<file path="config.mk">
export PLATFORM = sky130hd
export DESIGN_NAME = ieee_sr_top
export DESIGN_NICKNAME = d
export VERILOG_FILES = /design/src/ieee_sr_pkg.sv /design/src/ieee_sr_top.sv
export SDC_FILE = /design/constraint.sdc
export NUM_CORES = 1
export LEC_CHECK = 0
export BUFFER_PORTS_ARGS = -buffer_cell sky130_fd_sc_hd__buf_2
export CORE_UTILIZATION = 45
export DETAILED_ROUTE_END_ITERATION = 12
export PLACE_DENSITY = 0.77
export RECOVER_POWER = 50
export SLEW_MARGIN = 20
export SYNTH_ARGS = -nofsm -noshare
export SYNTH_HDL_FRONTEND = slang
export SYNTH_SLANG_ARGS = --single-unit
</file>
<file path="constraint.sdc">
create_clock -name pclk -period 1.79 [get_ports pclk]
set_input_delay 0.2685 -clock pclk [delete_from_list [all_inputs] [get_ports pclk]]
set_output_delay 0.2685 -clock pclk [all_outputs]
set_load 0.05 [all_outputs]
</file>
<file path="src/ieee_sr_pkg.sv">
// package for the status reporting block: offsets, fields, commands, types
package ieee_sr_pkg;
  // ----------------------------------------------------------------
  // bus register offsets (byte addresses)
  // ----------------------------------------------------------------
  localparam logic [7:0] IEEE_SR_OFS_CMD = 8'h00;
  localparam logic [7:0] IEEE_SR_OFS_RESULT = 8'h04;
  localparam logic [7:0] IEEE_SR_OFS_STB = 8'h08;
  localparam logic [7:0] IEEE_SR_OFS_IRQ_STAT = 8'h0C;
  localparam logic [7:0] IEEE_SR_OFS_IRQ_MASK = 8'h10;
  localparam int IEEE_SR_ADDR_W = 8;

  // ----------------------------------------------------------------
  // command word fields
  // ----------------------------------------------------------------
  localparam int IEEE_SR_OP_LSB = 0;
  localparam int IEEE_SR_OP_W = 4;
  localparam int IEEE_SR_HASIDX_BIT = 4;
  localparam int IEEE_SR_IDX_LSB = 5;
  localparam int IEEE_SR_VAL_LSB = 8;

  // ----------------------------------------------------------------
  // serial poll byte bit positions, plus the power-on bit of the event status register
  // ----------------------------------------------------------------
  localparam int IEEE_SR_SPB_SWEEP = 0;
  localparam int IEEE_SR_SPB_MOD = 1;
  localparam int IEEE_SR_SPB_USER = 2;
  localparam int IEEE_SR_SPB_GEN = 3;
  localparam int IEEE_SR_SPB_MAV = 4;
  localparam int IEEE_SR_SPB_ESB = 5;
  localparam int IEEE_SR_SPB_RQS = 6;
  localparam int IEEE_SR_SPB_NOCMD = 7;
  localparam int IEEE_SR_ESR_PON = 7;

  // interrupt status bits
  localparam int IEEE_SR_IRQ_SRQ = 0;
  localparam int IEEE_SR_IRQ_DONE = 1;
  localparam int IEEE_SR_IRQ_W = 2;

  localparam logic [7:0] IEEE_SR_BYTE_ZERO = 8'h00;

  typedef enum logic [3:0] {
    IEEE_SR_OP_NOP = 4'h0,
    IEEE_SR_OP_CLS = 4'h1,
    IEEE_SR_OP_ESE_SET = 4'h2,
    IEEE_SR_OP_ESE_QRY = 4'h3,
    IEEE_SR_OP_ESR_QRY = 4'h4,
    IEEE_SR_OP_PSC_SET = 4'h5,
    IEEE_SR_OP_PSC_QRY = 4'h6,
    IEEE_SR_OP_SRE_SET = 4'h7,
    IEEE_SR_OP_SRE_QRY = 4'h8,
    IEEE_SR_OP_STB_QRY = 4'h9,
    IEEE_SR_OP_GSE_SET = 4'hA,
    IEEE_SR_OP_GSE_QRY = 4'hB,
    IEEE_SR_OP_GSR_QRY = 4'hC
  } ieee_sr_op_t;

  // one decoded common command
  typedef struct packed {
    logic [7:0] value;
    logic [2:0] index;
    logic has_index;
    logic [3:0] op;
  } ieee_sr_cmd_t;

  // values held in non-volatile storage outside the block
  typedef struct packed {
    logic psc;
    logic [7:0] ese;
    logic [7:0] sre;
    logic [7:0] gse;
  } ieee_sr_nv_t;
endpackage

</file>
<file path="src/ieee_sr_top.sv">
// status reporting register bank with APB slave and interrupt
`timescale 1ns/1ps
// Behaviour
// - clear-all command zeroes event status, generator status and request.
// - clear-all command leaves every enable register unchanged.
// - event enable set command loads the event enable register.
// - event status query returns whole register, then clears it.
// - event status query with index returns one bit, clears only it.
// - power-on clear flag set: clear status and enables at power-up.
// - power-on clear flag clear: enables keep stored values at power-up.
// - power-on clear command sets the flag from its parameter.
// - poll enable set command loads the serial poll enable register.
// - poll byte query returns whole byte or one indexed bit.
// - reading the serial poll byte never modifies it.
// - generator enable command loads the generator enable register.
// - generator status query returns and clears byte or one bit.
// - summary bits follow any enabled set bit of their source.
// - service request only on rising edge of an enabled poll bit.
// - event status bits stay set until read or clear-all.
module ieee_sr_top
  import ieee_sr_pkg::*;
(
  input wire logic pclk,
  input wire logic presetn,
  input wire logic psel,
  input wire logic penable,
  input wire logic pwrite,
  input wire logic [ieee_sr_pkg::IEEE_SR_ADDR_W-1:0] paddr,
  input wire logic [31:0] pwdata,
  output logic [31:0] prdata,
  output logic pready,
  output logic pslverr,
  input wire logic [7:0] esr_event,
  input wire logic [7:0] gen_event,
  input wire logic [7:0] gen_level,
  input wire logic sweep_done,
  input wire logic mod_enabled,
  input wire logic user_srq,
  input wire logic out_queue_avail,
  input wire logic no_command,
  input wire ieee_sr_pkg::ieee_sr_nv_t nv_in,
  output ieee_sr_pkg::ieee_sr_nv_t nv_out,
  output logic srq_pulse,
  output logic irq
);
  import ieee_sr_pkg::*;

  // ----------------------------------------------------------------
  // state
  // ----------------------------------------------------------------
  typedef enum {IEEE_SR_ST_INIT, IEEE_SR_ST_RUN} ieee_sr_state_t;

  ieee_sr_state_t state, next_state;
  logic [7:0] esr, next_esr;
  logic [7:0] ese, next_ese;
  logic [7:0] gsr, next_gsr;
  logic [7:0] gse, next_gse;
  logic [7:0] sre, next_sre;
  logic psc, next_psc;
  logic rqs, next_rqs;
  logic [7:0] result, next_result;
  logic [7:0] spb_req_prev, next_spb_req_prev;
  logic [IEEE_SR_IRQ_W-1:0] irq_stat, next_irq_stat;
  logic [IEEE_SR_IRQ_W-1:0] irq_mask, next_irq_mask;
  logic [31:0] next_prdata;
  logic next_srq_pulse;

  logic [7:0] spb;
  logic [7:0] spb_req;
  logic [7:0] rise;
  logic srq_event;
  logic done_event;
  logic setup, wr_acc, rd_setup, mapped;
  ieee_sr_cmd_t cmd;
  logic [7:0] bit_mask;

  // ----------------------------------------------------------------
  // serial poll byte
  // ----------------------------------------------------------------
  // summary bits are combinational so they track their sources
  // without any latency
  always_comb
  begin
    spb = IEEE_SR_BYTE_ZERO;
    spb[IEEE_SR_SPB_SWEEP] = sweep_done;
    spb[IEEE_SR_SPB_MOD] = mod_enabled;
    spb[IEEE_SR_SPB_USER] = user_srq;
    spb[IEEE_SR_SPB_GEN] = |(gsr & gse);
    spb[IEEE_SR_SPB_MAV] = out_queue_avail;
    spb[IEEE_SR_SPB_ESB] = |(esr & ese);
    spb[IEEE_SR_SPB_RQS] = rqs;
    spb[IEEE_SR_SPB_NOCMD] = no_command;
  end

  // the request bit itself never feeds its own edge detector
  always_comb
  begin
    spb_req = spb & sre;
    spb_req[IEEE_SR_SPB_RQS] = 1'b0;
  end

  // one request per setting of an enabled bit
  assign rise = spb_req & ~spb_req_prev;
  assign srq_event = (state == IEEE_SR_ST_RUN) && (|rise);

  // ----------------------------------------------------------------
  // bus decode
  // ----------------------------------------------------------------
  assign setup = psel && !penable;
  assign rd_setup = setup && !pwrite;
  assign wr_acc = psel && penable && pwrite;
  assign mapped = (paddr == IEEE_SR_OFS_CMD)
               || (paddr == IEEE_SR_OFS_RESULT)
               || (paddr == IEEE_SR_OFS_STB)
               || (paddr == IEEE_SR_OFS_IRQ_STAT)
               || (paddr == IEEE_SR_OFS_IRQ_MASK);
  assign pready = 1'b1;
  assign pslverr = psel && penable && !mapped;

  always_comb
  begin
    cmd = '0;
    cmd.op = pwdata[IEEE_SR_OP_LSB +: IEEE_SR_OP_W];
    cmd.has_index = pwdata[IEEE_SR_HASIDX_BIT];
    cmd.index = pwdata[IEEE_SR_IDX_LSB +: 3];
    cmd.value = pwdata[IEEE_SR_VAL_LSB +: 8];
    if (!(wr_acc && paddr == IEEE_SR_OFS_CMD))
    begin
      cmd.op = IEEE_SR_OP_NOP;
    end
  end

  assign bit_mask = 8'h01 << cmd.index;
  assign done_event = (cmd.op != IEEE_SR_OP_NOP)
                   && (state == IEEE_SR_ST_RUN);

  // ----------------------------------------------------------------
  // command execution and status update
  // ----------------------------------------------------------------
  always_comb
  begin
    next_state = state;
    next_esr = esr;
    next_ese = ese;
    next_gsr = gsr;
    next_gse = gse;
    next_sre = sre;
    next_psc = psc;
    next_rqs = rqs;
    next_result = result;
    next_spb_req_prev = spb_req;
    case (state)
      IEEE_SR_ST_INIT:
      begin
        // strap values are taken one edge after reset release
        next_psc = nv_in.psc;
        next_esr = IEEE_SR_BYTE_ZERO;
        next_gsr = IEEE_SR_BYTE_ZERO;
        next_esr[IEEE_SR_ESR_PON] = 1'b1;
        if (nv_in.psc)
        begin
          next_ese = IEEE_SR_BYTE_ZERO;
          next_sre = IEEE_SR_BYTE_ZERO;
          next_gse = IEEE_SR_BYTE_ZERO;
        end
        else
        begin
          next_ese = nv_in.ese;
          next_sre = nv_in.sre;
          next_gse = nv_in.gse;
        end
        // zero history lets an enabled bit raise a request at power-up
        next_spb_req_prev = IEEE_SR_BYTE_ZERO;
        next_state = IEEE_SR_ST_RUN;
      end
      IEEE_SR_ST_RUN:
      begin
        case (cmd.op)
          IEEE_SR_OP_CLS:
          begin
            // enables are left alone on purpose
            next_esr = IEEE_SR_BYTE_ZERO;
            next_gsr = IEEE_SR_BYTE_ZERO;
            next_rqs = 1'b0;
          end
          IEEE_SR_OP_ESE_SET: next_ese = cmd.value;
          IEEE_SR_OP_ESE_QRY: next_result = ese;
          IEEE_SR_OP_ESR_QRY:
          begin
            // result takes the old value in the same edge as the clear
            if (cmd.has_index)
            begin
              next_result = {7'h00, esr[cmd.index]};
              next_esr = esr & ~bit_mask;
            end
            else
            begin
              next_result = esr;
              next_esr = IEEE_SR_BYTE_ZERO;
            end
          end
          IEEE_SR_OP_PSC_SET: next_psc = cmd.value != 8'h00;
          IEEE_SR_OP_PSC_QRY: next_result = {7'h00, psc};
          IEEE_SR_OP_SRE_SET: next_sre = cmd.value;
          IEEE_SR_OP_SRE_QRY: next_result = sre;
          IEEE_SR_OP_STB_QRY:
          begin
            // no state change: the poll byte is only a summary
            if (cmd.has_index)
            begin
              next_result = {7'h00, spb[cmd.index]};
            end
            else
            begin
              next_result = spb;
            end
          end
          IEEE_SR_OP_GSE_SET: next_gse = cmd.value;
          IEEE_SR_OP_GSE_QRY: next_result = gse;
          IEEE_SR_OP_GSR_QRY:
          begin
            if (cmd.has_index)
            begin
              next_result = {7'h00, gsr[cmd.index]};
              next_gsr = gsr & ~bit_mask;
            end
            else
            begin
              next_result = gsr;
              next_gsr = IEEE_SR_BYTE_ZERO;
            end
          end
          default:
          begin
          end
        endcase
        // new events win over any clear in the same cycle
        next_esr = next_esr | esr_event;
        next_gsr = next_gsr | gen_event | gen_level;
        if (srq_event)
        begin
          next_rqs = 1'b1;
        end
      end
      default: next_state = IEEE_SR_ST_INIT;
    endcase
  end

  // ----------------------------------------------------------------
  // interrupt and read data
  // ----------------------------------------------------------------
  always_comb
  begin
    next_irq_mask = irq_mask;
    next_irq_stat = irq_stat;
    if (wr_acc && paddr == IEEE_SR_OFS_IRQ_MASK)
    begin
      next_irq_mask = pwdata[IEEE_SR_IRQ_W-1:0];
    end
    if (wr_acc && paddr == IEEE_SR_OFS_IRQ_STAT)
    begin
      next_irq_stat = irq_stat & ~pwdata[IEEE_SR_IRQ_W-1:0];
    end
    next_irq_stat[IEEE_SR_IRQ_SRQ] = next_irq_stat[IEEE_SR_IRQ_SRQ]
                                  | srq_event;
    next_irq_stat[IEEE_SR_IRQ_DONE] = next_irq_stat[IEEE_SR_IRQ_DONE]
                                   | done_event;
    next_srq_pulse = srq_event;
    // read data is latched in setup so it comes from a flop
    next_prdata = prdata;
    if (rd_setup)
    begin
      next_prdata = 32'h0000_0000;
      case (paddr)
        IEEE_SR_OFS_RESULT: next_prdata[7:0] = result;
        IEEE_SR_OFS_STB: next_prdata[7:0] = spb;
        IEEE_SR_OFS_IRQ_STAT: next_prdata[IEEE_SR_IRQ_W-1:0] = irq_stat;
        IEEE_SR_OFS_IRQ_MASK: next_prdata[IEEE_SR_IRQ_W-1:0] = irq_mask;
        default: next_prdata = 32'h0000_0000;
      endcase
    end
  end

  // ----------------------------------------------------------------
  // registers
  // ----------------------------------------------------------------
  always_ff @(posedge pclk or negedge presetn)
  begin
    if (!presetn)
    begin
      state <= IEEE_SR_ST_INIT;
      esr <= IEEE_SR_BYTE_ZERO;
      ese <= IEEE_SR_BYTE_ZERO;
      gsr <= IEEE_SR_BYTE_ZERO;
      gse <= IEEE_SR_BYTE_ZERO;
      sre <= IEEE_SR_BYTE_ZERO;
      psc <= 1'b0;
      rqs <= 1'b0;
      result <= IEEE_SR_BYTE_ZERO;
      spb_req_prev <= IEEE_SR_BYTE_ZERO;
      irq_stat <= '0;
      irq_mask <= '0;
      prdata <= 32'h0000_0000;
      srq_pulse <= 1'b0;
    end
    else
    begin
      state <= next_state;
      esr <= next_esr;
      ese <= next_ese;
      gsr <= next_gsr;
      gse <= next_gse;
      sre <= next_sre;
      psc <= next_psc;
      rqs <= next_rqs;
      result <= next_result;
      spb_req_prev <= next_spb_req_prev;
      irq_stat <= next_irq_stat;
      irq_mask <= next_irq_mask;
      prdata <= next_prdata;
      srq_pulse <= next_srq_pulse;
    end
  end

  // outside storage follows the live settings for the next power cycle
  assign nv_out = '{psc: psc, ese: ese, sre: sre, gse: gse};
  assign irq = |(irq_stat & irq_mask);

endmodule // ieee_sr_top

</file>
==> results of run 1 <==
state kept, by name, summed over array words and instances, names as in the netlist:
register,count
rqs,1
prdata,8
ese,8
esr,8
sre,8
psc,1
state,1
irq_mask,2
gsr,8
irq_stat,2
result,8
spb_req_prev,7
gse,8
srq_pulse,1
layout make-up:
class | instances | area [sq um] | area share, %
multi-input cells | 361 | 2470 | 40.9
flip-flops and latches | 71 | 1780 | 29.4
repair buffers | 214 | 1420 | 23.5
well taps | 111 | 139 | 2.30
clock buffers | 9 | 124 | 2.05
clock inverters | 7 | 72.6 | 1.20
inverters | 11 | 41.3 | 0.683
synth_stat cells (all sizes together), types with 2 or more instances:
master,n,share of area [%]
nand2b,6,0.88
a211oi,10,2.1
nor2b,4,0.59
nand2,29,2.6
or3,3,0.56
nand3,6,0.71
nor3,8,1.6
conb,2,0.18
o211ai,8,1.4
o21ai,27,3.2
or4,3,0.62
nand3b,8,1.4
o211a,6,1.4
a22oi,48,8.5
o32ai,2,0.41
o41ai,2,0.85
nor4,5,0.88
inv,11,0.97
nor3b,2,0.47
o31ai,3,1.2
a31oi,4,0.59
o22ai,4,0.59
a221oi,2,0.41
a222oi,6,1.4
dfrtp,71,42
clkbuf,19,1.7
a21oi,40,4.7
a21o,3,0.53
a32oi,2,0.41
a21boi,2,0.35
and2,2,0.29
mux2,4,1.1
buf,32,5.4
nand4,4,0.59
nor2,63,5.6
mux2i,6,1.4
worst min-delay path by stage:
stage / slack (ns) / endpoint / cells after the start
3_5_place_dp: 0.30 / prdata[5] / 1
5_1_grt: 0.1 / esr[7] / 2
3_3_place_gp: 0.29 / prdata[7] / 1
2_1_floorplan: -0.03 / ese[0] / 0
6_report: 0.09 / esr[7] / 2
4_1_cts: 0.1 / esr[7] / 2
cell families (layout without fill, tap and decap cells):
family                 after synthesis  in the layout  share of synthesized area [%]
multiplexers                        10             10                           2.47
AO/OA/AOI/OAI                      176            176                           29.5
flip-flops                          71             71                           41.8
AND/OR/NAND/NOR                    148            148                           17.8
other                                2             26                          0.177
XOR/XNOR                             1              1                          0.206
buffers and inverters               62            241                           8.01
repair_timing:
item | CTS | global route
endpoints found under the hold margin | 20 | 0
gates cloned | 2 | 0
setup endpoints to repair | 46 | 53
pin swaps | 23 | 17
gates resized for setup | 40 | 27
hold buffers | 1 | 0
buffers inserted | 7 | 3
report_power, final:
part           total [mW]  leakage (nW)  internal (mW)  switching [mW]
sequential           1.85         0.861           1.73           0.121
combinational        1.40          1.80          0.445           0.950
clock                1.33        0.0956          0.645           0.689
total                4.58          2.76           2.82            1.76
per-layer routing:
layer | vias to the layer above | GRT usage (%) | wire [um]
met3 | 41 | 5.06 | 1150
met2 | 283 | 53.8 | 7390
met4 | 0 | 13.8 | 552
li1 | 2107 | - | -
met1 | 2262 | 42.6 | 6330
met5 | - | 0 | 0
metrics by stage:
step	setup WS (ns)	hold slack (ns)	area, sq um
floorplan	-0.482	-0.0271	4460
global placement	-0.446	0.291	5600
detailed placement	-0.475	0.305	5600
CTS	-0.0793	0.0958	6030
global route	-0.169	0.0998	6040
finish	-0.0937	0.0946	6040
==> flow_metrics.py, run 1 <==
metrics = {
    "run_status": {
        "status": "finished, violations left",
        "violations": "setup timing",
    },
    "clocking": {
        "clk_latency_ns": 0.37,
        "clockRootBuffer": "clkbuf_8",
        "cts_inserted_buffers": 9,
        "cts_tree": "built",
        "clkSlewWorstSetupHoldPaths_ns": 0.08,
        "numClockSinks": 71,
        "clockBufferDepth": 2,
        "htreeDepth": 3,
    },
    "route": {
        "drc": 0,
        "drtAntennaViolNets": 0,
        "post_drt_via_cell_ratio": 5.99,
        "routed-via-count": 4693,
        "avgRoutedWirePerCell_um": 19.7,
        "detail_route.iter0.violations": 419,
        "wirelength_um": 15400,
        "drtPass1Iterations": 6,
    },
    "placement": {
        "dp.cells": 759,
        "portBuffers": 118,
        "dp_hpwl_um": 11900,
        "gp_congestion": 1.00,
    },
    "floorplan": {
        "placeableCoreArea_sq_mm": 0.00920,
        "dieHeight_um": 99.1,
        "num_io_pins": 160,
        "fp.dieArea_sq_mm": 0.00983,
        "rows": 35,
        "initial_utilization_pct": 46.2,
        "die_width_um": 99.1,
    },
    "power": {
        "vdd_drop_max_mv": 0.456,
        "p_total_mw": 4.58,
        "power.density_mw_per_mm2": 757,
        "p_leak_nw": 2.76,
    },
    "timing": {
        "final.setup.worst_slack_ns": -0.0937,
        "skew_ns": 0.0110,
        "slew_violations": 0,
        "tightest_slew_ns": 0.689,
        "finalSetupViolCount": 24,
        "setup_tns_ns": -1.19,
        "rsz0062_at_grt": "yes",
        "layout_min_cycle_time_ns": 1.88,
        "fmax_mhz": 531,
        "slew_headroom_pct": 54.1,
        "finalCritPeriodShare_pct": 105,
        "finalHoldViolations": 0,
    },
    "critical_path": {
        "max_stage_delay_ns": 0.58,
        "cp-start-kind": "input pin",
        "r2r_setup_slack_ns": -0.02,
        "crit_slowest_cell": "or4_4",
        "required_ns": 2.04,
        "crit_type": "input pin to flip-flop",
        "worstPathArrival_ns": 2.14,
        "cp-startpoint": "paddr[1]",
        "critPathCaptureType": "flip-flop",
        "path_depth": 8,
        "rr_endpoint": "result[0]",
        "endpoint": "result[3]",
        "crit_path_cell_trace": "buf_6 -> or4_4 -> or3_4 -> a211oi_4 -> and2b_2 -> buf_6 -> o211ai_1 -> o211a_1",
        "r2r-start": "gsr[6]",
        "critical_path_buf_inv_count": 2,
        "critPathTopFamily": "simple AND/OR/NAND/NOR gates",
        "critPathMaxFanout": 4,
        "crit_top_cell": "buf_6",
        "ff2ff_path_depth": 7,
    },
    "cells_and_area": {
        "final_layout_size_suffix_gt1_share_pct": 44.7,
        "layout.nets": 767,
        "fin_cells": 784,
        "final_cell_mix": "buf_2, buf_4, dfrtp_1",
        "fillers": 761,
        "num_antenna_cells": 0,
        "final_common_cell": "buf_2",
        "fin_util_pct": 65.7,
        "areaGrowthSynthToFinish_pct": 42.3,
    },
    "grt": {
        "grt_first_pass_wirelength_um": 24300,
        "antenna_found_initial": 0,
        "grt_usage_pct": 32.5,
        "grt.overflow.total": 0,
        "grt_max_degree": 33,
        "grt_pass1_vias": 4553,
    },
    "synthesis": {
        "synthArstFlopShare_pct": 100,
        "seq_area_frac_synth_pct": 41.8,
        "yosys_warnings": 0,
        "synthDistinctLibCells": 61,
        "synth_edf_count": 0,
        "synth-seq-cells": 71,
        "synthFlopType": "dfrtp_1",
        "syn_inst": 470,
        "synth.avg_cell_area_sq_um": 9.04,
        "synth_area_sq_mm": 0.00425,
    },
    "min_path": {
        "hold_start": "esr_event[7]",
        "holdCritPathClass": "input pin to flip-flop",
    },
    "job": {
        "cap_violations": 0,
    },
}
No activity file was read; power rests on OpenSTA's default activity.
==> inputs of run 2 (changes only) <==
--- a/config.mk
+++ b/config.mk
@@ -10,7 +10,6 @@
 export DETAILED_ROUTE_END_ITERATION = 12
 export PLACE_DENSITY = 0.77
 export RECOVER_POWER = 50
-export SLEW_MARGIN = 20
 export SYNTH_ARGS = -nofsm -noshare
 export SYNTH_HDL_FRONTEND = slang
 export SYNTH_SLANG_ARGS = --single-unit
==> constraint.sdc (replaced) <==
create_clock -name pclk -period 1.79 [get_ports pclk]
set_input_delay 0.2685 -clock pclk [delete_from_list [all_inputs] [get_ports pclk]]
set_output_delay 0.2685 -clock pclk [all_outputs]
set_load 0.005 [all_outputs]
==> run 2 against run 1 <==
Net effect:
- the flow still finishes with violations (setup timing)
- worst setup slack lost 0.034 ns
- sequential share of layout area grew 0.55 points
- via count shrank 1.4%
- power shrank 13%
- core utilization shrank 1.2 points
- clock skew is essentially flat
- maximum frequency shrank 1.8%
- first-iteration DRC count shrank 11%
- global-route usage shrank 1.1 points
- worst hold slack gained 0.024 ns
- sequential cell count is the same
==> flow_metrics.py, run 2 (synthesis results as in run 1) <==
metrics = {
    "timing": {
        "rsz0062_at_grt": "yes",
        "finalSetupViolCount": 18,
        "skew_ns": 0.0105,
        "final.setup.worst_slack_ns": -0.128,
        "finalCritPeriodShare_pct": 107,
        "slew_violations": 0,
        "slew_headroom_pct": 56.9,
        "setup_tns_ns": -0.914,
        "finalHoldViolations": 0,
        "layout_min_cycle_time_ns": 1.92,
        "tightest_slew_ns": 0.647,
        "fmax_mhz": 521,
    },
    "run_status": {
        "status": "finished, violations left",
        "violations": "setup timing",
    },
    "placement": {
        "dp_hpwl_um": 11700,
        "dp.cells": 756,
        "portBuffers": 118,
        "gp_congestion": 0.969,
        "place_ws_ns": -0.472,
    },
    "cells_and_area": {
        "final_common_cell": "buf_2",
        "final_layout_size_suffix_gt1_share_pct": 41.7,
        "num_antenna_cells": 0,
        "areaGrowthSynthToFinish_pct": 39.7,
        "layout.nets": 766,
        "final_cell_mix": "buf_2, buf_4, dfrtp_1",
        "fin_cells": 783,
        "fillers": 788,
    },
    "critical_path": {
        "ff2ff_path_depth": 7,
        "critPathMaxFanout": 7,
        "critPathCaptureType": "flip-flop",
        "rr_endpoint": "result[0]",
        "crit_type": "input pin to flip-flop",
        "cp-start-kind": "input pin",
        "r2r_setup_slack_ns": -0.05,
        "required_ns": 2.04,
        "worstPathArrival_ns": 2.17,
        "r2r-start": "gsr[6]",
    },
    "route": {
        "drc": 0,
        "wirelength_um": 14900,
        "drtAntennaViolNets": 0,
        "routed-via-count": 4629,
        "avgRoutedWirePerCell_um": 19.1,
        "detail_route.iter0.violations": 373,
        "drtPass1Iterations": 6,
        "post_drt_via_cell_ratio": 5.91,
    },
    "floorplan": {
        "rows": 35,
        "initial_utilization_pct": 46.2,
        "dieHeight_um": 99.1,
        "placeableCoreArea_sq_mm": 0.00920,
        "die_width_um": 99.1,
        "num_io_pins": 160,
        "fp.dieArea_sq_mm": 0.00983,
    },
    "clocking": {
        "clkSlewWorstSetupHoldPaths_ns": 0.08,
        "clk_latency_ns": 0.36,
        "cts_tree": "built",
        "clockRootBuffer": "clkbuf_8",
        "clockBufferDepth": 2,
        "numClockSinks": 71,
        "cts_inserted_buffers": 9,
        "htreeDepth": 3,
    },
    "min_path": {
        "hold_start": "esr_event[7]",
        "holdPathEnd": "esr[7]",
        "holdPathStages": 2,
        "holdCritPathClass": "input pin to flip-flop",
    },
    "grt": {
        "grt_first_pass_wirelength_um": 23400,
        "grt_usage_pct": 31.4,
        "grt_pass1_vias": 4490,
        "grt.overflow.total": 0,
        "grt_max_degree": 26,
        "antenna_found_initial": 0,
    },
    "power": {
        "p_leak_nw": 2.74,
        "vdd_drop_max_mv": 0.335,
        "power.density_mw_per_mm2": 671,
    },
    "job": {
        "cap_violations": 0,
    },
}
-- run 2: critical path, stage by stage --
cell and delay [ns]:
buf_6 0.09, or4_4 0.57, or3_4 0.46, a211oi_4 0.19
and2b_1 0.20, buf_6 0.13, o211ai_1 0.11, o211a_1 0.14
-- run 2: metal layers --
metal / routed length, um / GRT usage [%]
met1: 6390 / 42.6
met2: 7090 / 50.2
met3: 1060 / 5.62
met4: 389 / 12.2
met5: 0 / 0
-- run 2: final cells by class --
| cell class | count | area [sq um] | share of cell area, % |
|---|---|---|---|
| well taps | 111 | 139 | 2.34 |
| inverters | 11 | 41.3 | 0.696 |
| flip-flops and latches | 71 | 1780 | 29.9 |
| repair buffers | 213 | 1400 | 23.6 |
| clock buffers | 10 | 138 | 2.32 |
| clock inverters | 6 | 43.8 | 0.738 |
| multi-input cells | 361 | 2390 | 40.4 |
-- run 2: worst max-delay path by stage --
stage	startpoint	end	slack, ns	cells after the start
floorplan	paddr[1]	result[0]	-0.48	8
global placement	paddr[5]	result[6]	-0.45	8
detailed placement	paddr[5]	result[4]	-0.47	8
CTS	paddr[6]	result[6]	-0.09	8
global route	paddr[6]	result[4]	-0.15	8
finish	paddr[6]	result[4]	-0.13	8
-- run 2: power by group --
group          internal [mW]  total, mW  switching [mW]
clock                  0.545       1.20           0.658
sequential              1.73       1.85           0.117
combinational          0.431      0.930           0.499
-- run 2: through the flow --
stage / hold WS, ns / power (mW) / area, sq um / util [%]
final: 0.119 / 3.98 / 5930 / 64.5
after global routing: 0.109 / 4.16 / 5930 / 64.5
after CTS: 0.112 / 3.97 / 5860 / 63.7
after detailed placement: 0.314 / 2.76 / 5540 / 60.3
after global placement: 0.319 / 2.73 / 5540 / 60.3
after floorplan: -0.0271 / 2.27 / 4450 / -
-- run 2: what timing repair did --
item / 4_1_cts / 5_1_grt
gates cloned: 1 / 0
setup buffers: 5 / 5
setup endpoints to repair: 43 / 45
endpoints found under the hold margin: 23 / 0
pin swaps: 11 / 12
gates resized for setup: 15 / 27
hold buffers: 1 / 0
==> inputs of run 3 (changes only) <==
--- a/config.mk
+++ b/config.mk
@@ -6,9 +6,9 @@
 export NUM_CORES = 1
 export LEC_CHECK = 0
 export BUFFER_PORTS_ARGS = -buffer_cell sky130_fd_sc_hd__buf_2
-export CORE_UTILIZATION = 45
+export CORE_UTILIZATION = 40
 export DETAILED_ROUTE_END_ITERATION = 12
-export PLACE_DENSITY = 0.77
+export PLACE_DENSITY = 0.7
 export RECOVER_POWER = 50
 export SYNTH_ARGS = -nofsm -noshare
 export SYNTH_HDL_FRONTEND = slang
==> run 3 against run 2 <==
Net effect:
- the flow still finishes with violations (setup timing)
- sequential share of layout area is 0.86 points lower
- critical path depth stayed put
- sequential cell count stayed put
- die area is 12% higher
- global-route usage is 3.7 points lower
- critical endpoint unchanged
==> flow_metrics.py, run 3 (synthesis results as in run 1) <==
metrics = {
    "route": {
        "drc": 0,
        "wirelength_um": 15200,
        "wl_met2_um": 6860,
        "drtPass1Iterations": 6,
        "wl_met1_um": 6630,
        "dr_wl_met3_um": 1190,
        "avgRoutedWirePerCell_um": 18.8,
        "drtAntennaViolNets": 0,
        "routed-via-count": 4614,
        "detail_route.iter0.violations": 435,
        "maxUsedRoutingLayer": "met4",
        "post_drt_via_cell_ratio": 5.70,
    },
    "clocking": {
        "cts_tree": "built",
        "cts_inserted_buffers": 9,
        "numClockSinks": 71,
        "htreeDepth": 3,
        "clkSlewWorstSetupHoldPaths_ns": 0.09,
        "clockRootBuffer": "clkbuf_8",
        "clockBufferDepth": 2,
        "clk_latency_ns": 0.37,
    },
    "timing": {
        "tightest_slew_ns": 1.00,
        "setup_tns_ns": -2.72,
        "layout_min_cycle_time_ns": 1.92,
        "final.setup.worst_slack_ns": -0.126,
        "rsz0062_at_grt": "yes",
        "fmax_mhz": 522,
        "skew_ns": 0.0128,
        "finalHoldViolations": 0,
        "finalSetupViolCount": 43,
        "slew_headroom_pct": 33.4,
        "slew_violations": 0,
        "finalCritPeriodShare_pct": 107,
    },
    "floorplan": {
        "num_io_pins": 160,
        "fp.dieArea_sq_mm": 0.0110,
        "placeableCoreArea_sq_mm": 0.0103,
        "rows": 37,
        "dieHeight_um": 105,
        "initial_utilization_pct": 41.1,
        "die_width_um": 105,
    },
    "power": {
        "p_total_mw": 4.09,
        "vdd_drop_max_mv": 0.297,
        "power.density_mw_per_mm2": 670,
        "p_leak_nw": 2.75,
    },
    "min_path": {
        "holdCritPathClass": "input pin to flip-flop",
        "holdPathStages": 3,
    },
    "critical_path": {
        "required_ns": 2.10,
        "critPathMaxFanout": 7,
        "crit_type": "input pin to flip-flop",
        "cp-start-kind": "input pin",
        "worstPathArrival_ns": 2.23,
        "critPathCaptureType": "flip-flop",
        "ff2ff_path_depth": 7,
    },
    "grt": {
        "grt_pass1_vias": 4287,
        "grt_first_pass_wirelength_um": 23300,
        "grt_usage_pct": 27.7,
        "grt_max_degree": 72,
        "antenna_found_initial": 0,
        "grt.overflow.total": 0,
    },
    "cells_and_area": {
        "fin_util_pct": 59.2,
        "final_cell_mix": "buf_2, buf_4, dfrtp_1",
        "design_area_sq_mm": 0.00611,
        "fillers": 900,
        "seqCellArea_sq_mm": 0.00178,
        "multi_input_area_sq_mm": 0.00250,
        "areaGrowthSynthToFinish_pct": 43.8,
        "final_layout_size_suffix_gt1_share_pct": 45.6,
        "layout.nets": 767,
        "num_antenna_cells": 0,
        "final_common_cell": "buf_2",
    },
    "placement": {
        "dp_hpwl_um": 11500,
        "place_ws_ns": -0.502,
        "portBuffers": 118,
        "gp_congestion": 0.986,
        "placed_area_sq_mm": 0.00557,
    },
    "run_status": {
        "status": "finished, violations left",
        "violations": "setup timing",
    },
    "job": {
        "cap_violations": 0,
    },
}
[run 3: final timing paths]
path	start	to	slack, ns
worst max-delay path	paddr[3]	result[4]	-0.13
worst min-delay path	gen_event[7]	gsr[7]	0.13
worst max register to register	gsr[6]	result[0]	-0.03
worst min register to register	prdata[5]	prdata[5]	0.53
max in group asynchronous	presetn	gsr[7]	0.45
min in group asynchronous	presetn	srq_pulse	0.71
[run 3: layer usage]
metal / track usage [%] / up-vias
met5: 0 / -
met4: 10.5 / 0
met3: 5.30 / 40
met2: 43.8 / 266
met1: 37.6 / 2213
li1: - / 2095
[run 3: where the power goes]
group | switching, mW | total, mW | internal, mW
registers | 0.128 | 1.86 | 1.73
clock network | 0.730 | 1.26 | 0.531
logic | 0.520 | 0.973 | 0.453
total | 1.38 | 4.09 | 2.71
[run 3: layout make-up]
type,instances,area share [%]
multi-input cells,361,40.9
flip-flops and latches,71,29.1
repair buffers,214,23.5
well taps,136,2.79
clock buffers,9,2.03
clock inverters,7,1.02
inverters,11,0.676
[run 3: what timing repair did]
| item | 4_1_cts | 5_1_grt |
|---|---|---|
| gates cloned | 1 | 0 |
| endpoints found under the setup margin | 42 | 47 |
| endpoints found under the hold margin | 71 | 0 |
| hold buffers | 1 | 0 |
| pin swaps | 20 | 14 |
| buffers inserted | 5 | 5 |
| resized for setup | 28 | 49 |
[run 3: stage by stage]
| step | instances | hold WS, ns |
|---|---|---|
| finish | 809 | 0.128 |
| global route | 809 | 0.128 |
| CTS | 804 | 0.121 |
| detailed placement | 782 | 0.331 |
| global placement | 782 | 0.324 |
| floorplan | 494 | -0.0271 |
[run 3: worst max-delay path, stage by stage]
cell and delay [ns]:
buf_6 0.09, or4_4 0.57, or3_4 0.46, nor3_2 0.21, buf_4 0.19, a22oi_1 0.13, o211ai_1 0.13, o211a_1 0.17
